`config.mk`:
```
export PLATFORM = sky130hd
export DESIGN_NAME = ess_sequencer
export DESIGN_NICKNAME = d
export VERILOG_FILES = /design/src/hw/ess_pkg.sv /design/src/hw/ess_sequencer.sv
export VERILOG_INCLUDE_DIRS = /design/src /design/src/hw
export SDC_FILE = /design/constraint.sdc
export NUM_CORES = 2
export LEC_CHECK = 0
export ABC_AREA = 1
export CAP_MARGIN = 10
export CORE_ASPECT_RATIO = 1.25
export CORE_MARGIN = 5
export CORE_UTILIZATION = 25
export DETAILED_ROUTE_END_ITERATION = 6
export DONT_BUFFER_PORTS = 1
export HOLD_SLACK_MARGIN = 0.02
export PLACE_DENSITY = 0.42
export SLEW_MARGIN = 10
export SYNTH_ARGS = -nofsm -noshare
export SYNTH_HDL_FRONTEND = slang
export SYNTH_SLANG_ARGS = --single-unit
```
`constraint.sdc`:
```
create_clock -name ref_clk -period 10 [get_ports ref_clk]
set_clock_uncertainty 0.05 [all_clocks]
set_input_delay 2 -clock ref_clk [delete_from_list [all_inputs] [get_ports ref_clk]]
set_output_delay 2 -clock ref_clk [all_outputs]
set_load 0.02 [all_outputs]
```
`src/hw/ess_defs.svh`:
```
// register offsets, field positions, reset values and timing constants
`ifndef ESS_DEFS_SVH
`define ESS_DEFS_SVH

// timing
`define ESS_CLK_PERIOD_NS 4
`define ESS_SEC_NS        1000000000
`define ESS_SEC_PER_MIN   16'd60

// configuration word indices, byte offset is index times four
`define ESS_NCFG      10
`define ESS_R_CTRL    0
`define ESS_R_NOM1    1
`define ESS_R_NOM2    2
`define ESS_R_LIM     3
`define ESS_R_OVS     4
`define ESS_R_CHG     5
`define ESS_R_ST1     6
`define ESS_R_ST2     7
`define ESS_R_STP     8
`define ESS_R_CUT     9
`define ESS_A_STATUS  8'h28
`define ESS_A_STATE   8'h2c

// control word bits
`define ESS_B_SECFREQ 0
`define ESS_B_PREASGN 1
`define ESS_B_LOSCHK  2
`define ESS_F_LOSACT  4:3
`define ESS_B_HEATM   5

// fields
`define ESS_F_NOM     15:0
`define ESS_F_LW      7:0
`define ESS_F_LSD     15:8
`define ESS_F_HW      23:16
`define ESS_F_HSD     31:24
`define ESS_F_OVS     7:0
`define ESS_F_SPDT    15:8
`define ESS_F_LOST    23:16
`define ESS_F_CWARN   7:0
`define ESS_F_CSD     15:8
`define ESS_F_CHGT    23:16
`define ESS_F_DELAY   7:0
`define ESS_F_PREH    15:8
`define ESS_F_CRANK   23:16
`define ESS_F_REST    31:24
`define ESS_F_TRIES   2:0
`define ESS_F_CHOKE   15:8
`define ESS_F_HEATT   23:16
`define ESS_F_HEATC   31:24
`define ESS_F_COOL    9:0
`define ESS_F_STOPT   22:16
`define ESS_F_CUT     15:0

// reset values
`define ESS_RST_CTRL  32'h0000_0000
`define ESS_RST_NOM1  32'h0000_05dc
`define ESS_RST_NOM2  32'h0000_0708
`define ESS_RST_LIM   32'h0f0a_0f0a
`define ESS_RST_OVS   32'h0000_030a
`define ESS_RST_CHG   32'h0001_283c
`define ESS_RST_ST1   32'h0a06_0001
`define ESS_RST_ST2   32'h0004_0503
`define ESS_RST_STP   32'h000a_0078
`define ESS_RST_CUT   32'h0000_01f4

// sticky status bits
`define ESS_FL_LOWW   0
`define ESS_FL_LOWS   1
`define ESS_FL_HIW    2
`define ESS_FL_HIS    3
`define ESS_FL_LOST   4
`define ESS_FL_CHGW   5
`define ESS_FL_CHGS   6
`define ESS_FL_STOPF  7
`define ESS_FL_STARTF 8
`define ESS_FL_DUMP   9
`define ESS_SD_MASK   10'h14a

`endif

```
`src/hw/ess_pkg.sv`:
```
// types of the engine start and stop sequencer
package ess_pkg;

    typedef enum logic [3:0] {
        ESS_IDLE,
        ESS_DELAY,
        ESS_PREHEAT,
        ESS_CRANK,
        ESS_REST,
        ESS_WARMUP,
        ESS_LOADED,
        ESS_COOLDOWN,
        ESS_STOPPING
    } ess_state_t;

    typedef struct packed {
        logic [1:0]       mf_sync;
        logic [1:0]       sp_sync;
        logic [31:0]      div;
        logic             tick;
        ess_state_t       st;
        logic [15:0]      tmr;
        logic [2:0]       tries;
        logic [7:0]       spd_tmr;
        logic [7:0]       los_tmr;
        logic [7:0]       chg_tmr;
        logic             fuel;
        logic             preheat;
        logic             crank;
        logic             choke;
        logic             stop;
        logic             load;
        logic [9:0]       flags;
        logic [9:0][31:0] cfg;
        logic [31:0]      prdata;
        logic             pslverr;
    } ess_regs_t;

endpackage

```
`src/hw/ess_sequencer.sv`:
```
// engine start and stop sequencer with speed and charge supervision
//
// Contract
// - nominal speed 1500, 1800 on secondary
// - low speed: warn -10%, shutdown -15%
// - high speed: warn +10%, shutdown +15%
// - speed fault after fail time, 3 s
// - overshoot above high shutdown trips at once
// - speed loss check, selectable fault action
// - speed loss declared after loss timer
// - charge below 6.0 V warns
// - charge below 4.0 V shuts down
// - charge fault after fail time, 1 s
// - start delay in minutes before fuel
// - preheat with fuel, before cranking
// - crank limited, ends early on firing
// - rest between attempts, limited attempt count
// - choke with crank, released by timer/run
// - warm-up by time or time plus temperature
// - cooldown unloaded before stopping
// - stop output timed, stop failure warning
// - crank cut at crank-cut speed
`timescale 1ns/100ps
`include "ess_defs.svh"

module ess_sequencer
    import ess_pkg::*;
#(
    parameter int TICK_CYCLES = `ESS_SEC_NS / `ESS_CLK_PERIOD_NS
) (
    // clock and reset
    input  wire logic        ref_clk,
    input  wire logic        rst_n,
    // apb slave
    input  wire logic        psel,
    input  wire logic        penable,
    input  wire logic        pwrite,
    input  wire logic [7:0]  paddr,
    input  wire logic [31:0] pwdata,
    output logic             pready,
    output logic [31:0]      prdata,
    output logic             pslverr,
    // pins and measurements
    input  wire logic        mains_fail,
    input  wire logic        speed_present,
    input  wire logic [15:0] speed_rpm,
    input  wire logic [15:0] charge_dv,
    input  wire logic [7:0]  coolant_c,
    // engine relays
    output logic             fuel_out,
    output logic             preheat_out,
    output logic             crank_out,
    output logic             choke_out,
    output logic             stop_out,
    output logic             load_request,
    output logic             stop_failure_warning,
    output logic             shutdown_active
);

    ////////////////////////////////////////////////////////////////////////
    // decoding

    // index of a configuration word, ESS_NCFG when the address is none
    function automatic logic [3:0] cfg_index(input logic [7:0] a);
        logic [3:0] idx;
        idx = 4'(`ESS_NCFG);
        if (a[1:0] == 2'h0 && a[7:2] < 6'(`ESS_NCFG)) begin
            idx = a[5:2];
        end
        return idx;
    endfunction

    function automatic logic in_run(input ess_state_t s);
        return s == ESS_WARMUP || s == ESS_LOADED || s == ESS_COOLDOWN;
    endfunction

    localparam logic [9:0][31:0] CFG_RST = {
        `ESS_RST_CUT, `ESS_RST_STP, `ESS_RST_ST2, `ESS_RST_ST1,
        `ESS_RST_CHG, `ESS_RST_OVS, `ESS_RST_LIM, `ESS_RST_NOM2,
        `ESS_RST_NOM1, `ESS_RST_CTRL
    };

    ess_regs_t r_reg;
    ess_regs_t r_next;

    logic [31:0] ctrl;
    logic [15:0] nom;
    logic [31:0] lim;
    logic [31:0] ovs;
    logic [31:0] chg;
    logic [31:0] st1;
    logic [31:0] st2;
    logic [31:0] stp;
    logic        fired;
    logic        mf;
    logic [31:0] s100;
    logic [39:0] s10k;
    logic [39:0] ovs_th;
    logic        lo_w;
    logic        lo_s;
    logic        hi_w;
    logic        hi_s;
    logic        hi_now;
    logic        spd_bad;
    logic        c_w;
    logic        c_s;
    logic        lost;
    logic [9:0]  ev;
    logic [9:0]  clr;
    logic        sd_any;
    logic        loss_sd;
    logic        dump;
    logic [3:0]  widx;
    logic        wr;
    logic        rd;

    ////////////////////////////////////////////////////////////////////////
    // supervision terms

    always_comb begin
        ctrl  = r_reg.cfg[`ESS_R_CTRL];
        nom   = ctrl[`ESS_B_SECFREQ] ? r_reg.cfg[`ESS_R_NOM2][`ESS_F_NOM]
                                     : r_reg.cfg[`ESS_R_NOM1][`ESS_F_NOM];
        lim   = r_reg.cfg[`ESS_R_LIM];
        ovs   = r_reg.cfg[`ESS_R_OVS];
        chg   = r_reg.cfg[`ESS_R_CHG];
        st1   = r_reg.cfg[`ESS_R_ST1];
        st2   = r_reg.cfg[`ESS_R_ST2];
        stp   = r_reg.cfg[`ESS_R_STP];
        mf    = r_reg.mf_sync[1];
        fired = speed_rpm >= r_reg.cfg[`ESS_R_CUT][`ESS_F_CUT];
        s100  = 32'(speed_rpm) * 32'd100;
        s10k  = 40'(speed_rpm) * 40'd10000;
        lo_w  = s100 < 32'(nom) * (32'd100 - 32'(lim[`ESS_F_LW]));
        lo_s  = s100 < 32'(nom) * (32'd100 - 32'(lim[`ESS_F_LSD]));
        hi_w  = s100 > 32'(nom) * (32'd100 + 32'(lim[`ESS_F_HW]));
        hi_s  = s100 > 32'(nom) * (32'd100 + 32'(lim[`ESS_F_HSD]));
        ovs_th = 40'(nom) * (40'd100 + 40'(lim[`ESS_F_HSD]))
               * (40'd100 + 40'(ovs[`ESS_F_OVS]));
        hi_now = r_reg.st == ESS_LOADED && s10k > ovs_th;
        spd_bad = r_reg.st == ESS_LOADED && (lo_w || hi_w);
        c_w   = in_run(r_reg.st) && charge_dv < 16'(chg[`ESS_F_CWARN]);
        c_s   = in_run(r_reg.st) && charge_dv < 16'(chg[`ESS_F_CSD]);
        lost  = in_run(r_reg.st) && ctrl[`ESS_B_LOSCHK]
                && !r_reg.sp_sync[1];
        // a lost signal with action 0 stops the engine; the term follows
        // the live action setting, the sticky bit only records the loss
        loss_sd = r_reg.flags[`ESS_FL_LOST]
                  && ctrl[`ESS_F_LOSACT] == 2'd0;
        sd_any = |(r_reg.flags & `ESS_SD_MASK) || loss_sd;
        dump  = r_reg.flags[`ESS_FL_DUMP];
    end

    ////////////////////////////////////////////////////////////////////////
    // next state

    always_comb begin
        r_next = r_reg;
        ev     = 10'h000;
        clr    = 10'h000;
        wr     = psel && penable && pwrite;
        rd     = psel && !penable;
        widx   = cfg_index(paddr);

        // synchronisers
        // only the second stage feeds the logic below
        r_next.mf_sync = {r_reg.mf_sync[0], mains_fail};
        r_next.sp_sync = {r_reg.sp_sync[0], speed_present};

        // one-second tick
        // every timer advances on this pulse, never on the raw clock
        r_next.tick = 1'b0;
        if (r_reg.div == 32'(TICK_CYCLES - 1)) begin
            r_next.div  = 32'h0;
            r_next.tick = 1'b1;
        end else begin
            r_next.div = r_reg.div + 32'h1;
        end

        // speed fault timer
        if (!spd_bad) begin
            r_next.spd_tmr = 8'h00;
        end else if (r_reg.tick && r_reg.spd_tmr != 8'hff) begin
            r_next.spd_tmr = r_reg.spd_tmr + 8'h01;
        end
        if (spd_bad && r_reg.spd_tmr >= ovs[`ESS_F_SPDT]) begin
            ev[`ESS_FL_LOWW] = lo_w;
            ev[`ESS_FL_LOWS] = lo_s;
            ev[`ESS_FL_HIW]  = hi_w;
            ev[`ESS_FL_HIS]  = hi_s;
        end
        if (hi_now) begin
            ev[`ESS_FL_HIS] = 1'b1;
        end

        // speed loss timer
        if (!lost) begin
            r_next.los_tmr = 8'h00;
        end else if (r_reg.tick && r_reg.los_tmr != 8'hff) begin
            r_next.los_tmr = r_reg.los_tmr + 8'h01;
        end
        if (lost && r_reg.los_tmr >= ovs[`ESS_F_LOST]) begin
            ev[`ESS_FL_LOST] = 1'b1;
            ev[`ESS_FL_DUMP] = ctrl[`ESS_F_LOSACT] == 2'd1;
        end

        // charge fault timer
        if (!c_w) begin
            r_next.chg_tmr = 8'h00;
        end else if (r_reg.tick && r_reg.chg_tmr != 8'hff) begin
            r_next.chg_tmr = r_reg.chg_tmr + 8'h01;
        end
        if (c_w && r_reg.chg_tmr >= chg[`ESS_F_CHGT]) begin
            ev[`ESS_FL_CHGW] = 1'b1;
            ev[`ESS_FL_CHGS] = c_s;
        end

        // sequence
        case (r_reg.st)
            ESS_IDLE: begin
                // a pending load dump also keeps the engine at rest
                if (mf && !sd_any && !dump) begin
                    r_next.st = ESS_DELAY;
                end
            end
            ESS_DELAY: begin
                // mains return or a pending shutdown abandons the start
                if (!mf || sd_any) begin
                    r_next.st = ESS_IDLE;
                end else if (r_reg.tmr >=
                             16'(st1[`ESS_F_DELAY]) * `ESS_SEC_PER_MIN) begin
                    r_next.st    = ESS_PREHEAT;
                    r_next.tries = 3'h0;
                end
            end
            ESS_PREHEAT: begin
                if (r_reg.tmr >= 16'(st1[`ESS_F_PREH])) begin
                    r_next.st    = ESS_CRANK;
                    r_next.tries = r_reg.tries + 3'h1;
                end
            end
            ESS_CRANK: begin
                if (fired) begin
                    r_next.st = ESS_WARMUP;
                end else if (r_reg.tmr >= 16'(st1[`ESS_F_CRANK])) begin
                    // the last attempt timing out latches start failure
                    if (r_reg.tries >= st2[`ESS_F_TRIES]) begin
                        ev[`ESS_FL_STARTF] = 1'b1;
                        r_next.st = ESS_STOPPING;
                    end else begin
                        r_next.st = ESS_REST;
                    end
                end
            end
            ESS_REST: begin
                if (r_reg.tmr >= 16'(st1[`ESS_F_REST])) begin
                    r_next.st    = ESS_CRANK;
                    r_next.tries = r_reg.tries + 3'h1;
                end
            end
            ESS_WARMUP: begin
                if (r_reg.tmr >= 16'(st2[`ESS_F_HEATT]) &&
                    (!ctrl[`ESS_B_HEATM] ||
                     coolant_c >= st2[`ESS_F_HEATC])) begin
                    r_next.st = ESS_LOADED;
                end
            end
            ESS_LOADED: begin
                if (!mf || dump) begin
                    r_next.st = ESS_COOLDOWN;
                end
            end
            ESS_COOLDOWN: begin
                if (r_reg.tmr >= 16'(stp[`ESS_F_COOL])) begin
                    r_next.st = ESS_STOPPING;
                end else if (mf && !dump) begin
                    r_next.st = ESS_LOADED;
                end
            end
            ESS_STOPPING: begin
                // zero speed ends the stop early; an engine still above
                // crank-cut speed when the time runs out failed to halt
                if (r_reg.tmr >= 16'(stp[`ESS_F_STOPT])) begin
                    ev[`ESS_FL_STOPF] = fired;
                    r_next.st = ESS_IDLE;
                end else if (speed_rpm == 16'h0) begin
                    r_next.st = ESS_IDLE;
                end
            end
            default: begin
                r_next.st = ESS_IDLE;
            end
        endcase
        // any shutdown in the running sequence forces the stop
        if (sd_any && r_reg.st != ESS_IDLE && r_reg.st != ESS_DELAY
            && r_reg.st != ESS_STOPPING) begin
            r_next.st = ESS_STOPPING;
        end

        // state timer restarts on every state change
        if (r_next.st != r_reg.st) begin
            r_next.tmr = 16'h0;
        end else if (r_reg.tick && r_reg.tmr != 16'hffff) begin
            r_next.tmr = r_reg.tmr + 16'h1;
        end

        // relay outputs follow the next state
        // so each relay moves on the same edge as the state itself
        r_next.fuel    = r_next.st == ESS_PREHEAT || r_next.st == ESS_CRANK
                      || r_next.st == ESS_REST || in_run(r_next.st);
        r_next.preheat = r_next.st == ESS_PREHEAT && ctrl[`ESS_B_PREASGN];
        r_next.crank   = r_next.st == ESS_CRANK && !fired;
        r_next.choke   = r_next.st == ESS_CRANK && !fired
                      && r_next.tmr < 16'(st2[`ESS_F_CHOKE]);
        r_next.stop    = r_next.st == ESS_STOPPING;
        r_next.load    = r_next.st == ESS_LOADED;

        // configuration writes and status clear
        if (wr && widx != 4'(`ESS_NCFG)) begin
            r_next.cfg[widx] = pwdata;
        end
        if (wr && paddr == `ESS_A_STATUS) begin
            clr = pwdata[9:0];
        end
        // a fault event wins over a clear in the same cycle
        r_next.flags = (r_reg.flags & ~clr) | ev;

        // read data captured in the setup phase
        if (rd) begin
            r_next.pslverr = 1'b0;
            if (widx != 4'(`ESS_NCFG)) begin
                r_next.prdata = r_reg.cfg[widx];
            end else if (paddr == `ESS_A_STATUS) begin
                r_next.prdata = {22'h0, r_reg.flags};
            end else if (paddr == `ESS_A_STATE) begin
                r_next.prdata = {17'h0, r_reg.tries, r_reg.load, r_reg.stop,
                                 r_reg.choke, r_reg.crank, r_reg.preheat,
                                 r_reg.fuel, 2'h0, r_reg.st};
            end else begin
                r_next.prdata  = 32'h0;
                r_next.pslverr = 1'b1;
            end
        end
    end

    ////////////////////////////////////////////////////////////////////////
    // registers

    always_ff @(posedge ref_clk or negedge rst_n) begin
        if (!rst_n) begin
            r_reg         <= '0;
            r_reg.st      <= ESS_IDLE;
            r_reg.cfg     <= CFG_RST;
        end else begin
            r_reg <= r_next;
        end
    end

    ////////////////////////////////////////////////////////////////////////
    // outputs

    assign pready               = 1'b1;
    assign prdata               = r_reg.prdata;
    assign pslverr              = r_reg.pslverr;
    assign fuel_out             = r_reg.fuel;
    assign preheat_out          = r_reg.preheat;
    assign crank_out            = r_reg.crank;
    assign choke_out            = r_reg.choke;
    assign stop_out             = r_reg.stop;
    assign load_request         = r_reg.load;
    assign stop_failure_warning = r_reg.flags[`ESS_FL_STOPF];
    assign shutdown_active      = sd_any;

endmodule

```
==> run_results.csv <==
group,metric,value,unit
sta,final.setup.worst_slack,-0.194,ns
sta,worst_pin_slew,2.08,ns
synthesis,synth_top_area_frac,0.220,
grt,antenna_found_initial,3,
grt,grt_pass1_wl,322000,um
floorplanning,die_w,434,um
floorplanning,rows,194,
sta,drv_slew,213,
sta,max_freq,98.1,MHz
sta,maxSlewHeadroom,-0.387,
hold_path,holdPathStages,0,
power_and_ir_drop,p_per_area,94.2,nW/um2
critical_path,max_stage_delay,0.55,ns
clock_network,path_clk_slew,0.08,ns
finish,largest_reg_flops,185,
placed_design,dp_cells,10200,
status,violations,"slew limit, setup timing",
synthesis,synth-seq-cells,453,
clock_network,cts_max_path_buffers,3,
critical_path,startpoint_type,"flip-flop",
grt,grt_pass1_vias,49600,
grt,gr-total-overflow,0,
floorplanning,core-area,224000,um2
sta,fin_crit_sh,1.02,
sta,rsz0062_at_grt,"yes",
synthesis,seq_area_frac_synth,0.203,
drt,dr.first_iter.drc_count,3105,
finish,drive_gt1_frac,0.116,
critical_path,critPathRequiredTime,10.47,ns
clock_network,clkLatencyLatePin,0.64,ns
critical_path,crit_top_cell,"nand2_1",
critical_path,ff2ff_path_depth,52,
finish,final-instance-count-excl-fill,10300,
hold_path,whs_endpoint,"mf",
clock_network,cts_tree,"done",
drt,via_count,48100,
power_and_ir_drop,ir_worst_vdd,0.136,mV
sta,fin_tns_setup,-0.194,ns
finish,area_growth_syn_to_layout,15.0,%
power_and_ir_drop,p_leak,0.0324,uW
synthesis,synth_flop_cell,"dfrtp_1",
floorplanning,fp.dieArea,235000,um2
hold_path,hp-class,"flip-flop to flip-flop",
hold_path,hold_start,"r_next[452]",
drt,wl,216000,um
placed_design,portBuffers,0,
critical_path,arrival,10.66,ns
sta,hold_violations,0,
clock_network,cts-root-buf,"clkbuf_16",
critical_path,r2r_slack,-0.19,ns
critical_path,critical_path_class,"flip-flop to flip-flop",
synthesis,syn_inst,7072,
drt,drc,0,
synthesis,yosys-top-cells-area,"fa_1 (22%), dfrtp_1 (18%), ha_1 (15%), nand2_1 (10%), inv_1 (8.6%)",
critical_path,crit_fanout,6,
critical_path,cp-end-kind,"flip-flop",
drt,wl_per_cell,21.0,um
synthesis,synthArstFlopShare,1.00,
sta,finalSetupViolations,1,
critical_path,r2r_end,"r_reg[356]",
synthesis,avgSynthCellArea,7.96,um2
status,status,"complete, but fails checks",
sta,post-route-min-period,10.19,ns
synthesis,synth_largest_area_cell,"fa_1",
synthesis,ys_types,73,
synthesis,synth-edff-count,0,
floorplanning,io_pins,129,
grt,grt_max_degree,454,
synthesis,yosysWarnings,0,
placed_design,place.gp.congestion,0.915,
grt,grt_use_total,0.182,
finish,final_net_count,8689,
clock_network,numCtsBuffers,47,
critical_path,cp_slowest_cell,"fa_1",
synthesis,yosys-top-cells-count,"nand2_1 (1505), inv_1 (1290), ha_1 (676)",
drt,drt_first_pass_iters,7,
synthesis,yosysMostFrequentCell,"nand2_1",
placed_design,dpl.hpwl,175000,um
synthesis,synth_fp_nets,8452,
clock_network,cts.htree.levels,2,
floorplanning,die_y,540,um
drt,antenna_left,0,
synthesis,synth_area,56300,um2
drt,vias_per_cell,4.67,
floorplanning,initial_core_util,0.251,
critical_path,r2r_start,"ctrl[0]",
run,cap_violations,0,
clock_network,cts_sinks,453,
[how the worst max path moves through the flow]
stage / start / endpoint / slack [ns] / cells after the start
global route: ctrl[0] / r_reg[356] / -0.72 / 52
CTS: ctrl[0] / r_reg[356] / -0.19 / 52
global placement: lim[26] / r_reg[356] / -0.64 / 53
finish: ctrl[0] / r_reg[356] / -0.19 / 52
floorplan: ctrl[0] / r_reg[356] / 0.005 / 52
detailed placement: ctrl[0] / r_reg[356] / -0.65 / 54
[what timing repair did]
item | in CTS | in global routing
pin swaps | 64 | 31
setup endpoints to repair | 1 | 1
hold buffers | 0 | 0
gates resized for setup | 123 | 43
gates cloned | 2 | 0
setup buffers | 19 | 1
[placed cells by master, fill, tap and decap left out, drive strengths merged, types with 3 or more instances in the layout]
cell,instances
inv,1307
a22oi,23
bufinv,4
o31ai,26
clkbuf,71
o21ai,524
a21oi,300
buf,452
a21boi,11
a221oi,13
dfstp,56
a32o,9
a211oi,9
nor4,22
fa,617
o41a,8
nand2,1521
nor3b,8
nor3,49
clkinv,18
a31oi,29
clkinvlp,4
xnor2,70
o211ai,15
nand4,57
ha,676
nand3b,5
o21a,21
o22ai,54
a21o,19
xor2,101
nor2,619
dfrtp,397
o21bai,9
or2,44
nand3,133
o2111ai,14
a2111oi,6
a41oi,15
and2,3
[power breakdown]
group / total (uW) / switching, uW / leakage, uW / internal (uW)
combinational: 2250 / 1460 / 0.0255 / 795
clock: 1950 / 846 / 0.000824 / 1110
sequential: 1890 / 31.4 / 0.00606 / 1860
[worst max-delay path: cells and delay by family (launching register included)]
kind	cells	cell delay, ns
xor+xnor	2	0.40
flops	1	0.46
buf+inv	12	1.27
fa+ha+maj	11	4.62
simple gates	17	1.60
compound gates	10	1.68
[layout make-up]
cell class | count | area [um2]
multi-input combinational | 5039 | 39500
clock buffer | 71 | 1440
inverter | 1315 | 4950
timing repair buffer | 452 | 3530
sequential | 453 | 11400
timing repair inverter | 1 | 7.51
clock inverter | 17 | 245
fill | 24400 | 159000
antenna | 2 | 5.00
tap | 2940 | 3680
[through the flow]
stage	setup slack (ns)	util	hold slack (ns)	total power [uW]	area, um2
final	-0.194	0.289	0.312	6090	64700
after global routing	-0.721	0.289	0.323	6500	64700
after CTS	-0.186	0.288	0.315	6140	64500
after detailed placement	-0.649	0.278	0.290	4130	62100
after global placement	-0.639	0.278	0.285	4100	62100
after floorplan	0.00510	-	0.281	3300	56300
[metal layers]
layer / wire length [um] / GRT usage / up-vias
met5: 0 / 0 / -
met2: 108000 / 0.325 / 1096
met4: 11000 / 0.0765 / 0
met1: 88700 / 0.224 / 24000
li1: - / - / 22700
met3: 8320 / 0.0168 / 276
[kinds of logic after synthesis]
group / share of synthesized area
flip-flops: 0.203
AO/OA/AOI/OAI: 0.112
other: 0.0000667
AND/OR/NAND/NOR: 0.179
buffers and inverters: 0.109
XOR/XNOR: 0.0268
adder cells (fa/ha/maj): 0.370
(Power assumes the default switching activity.)
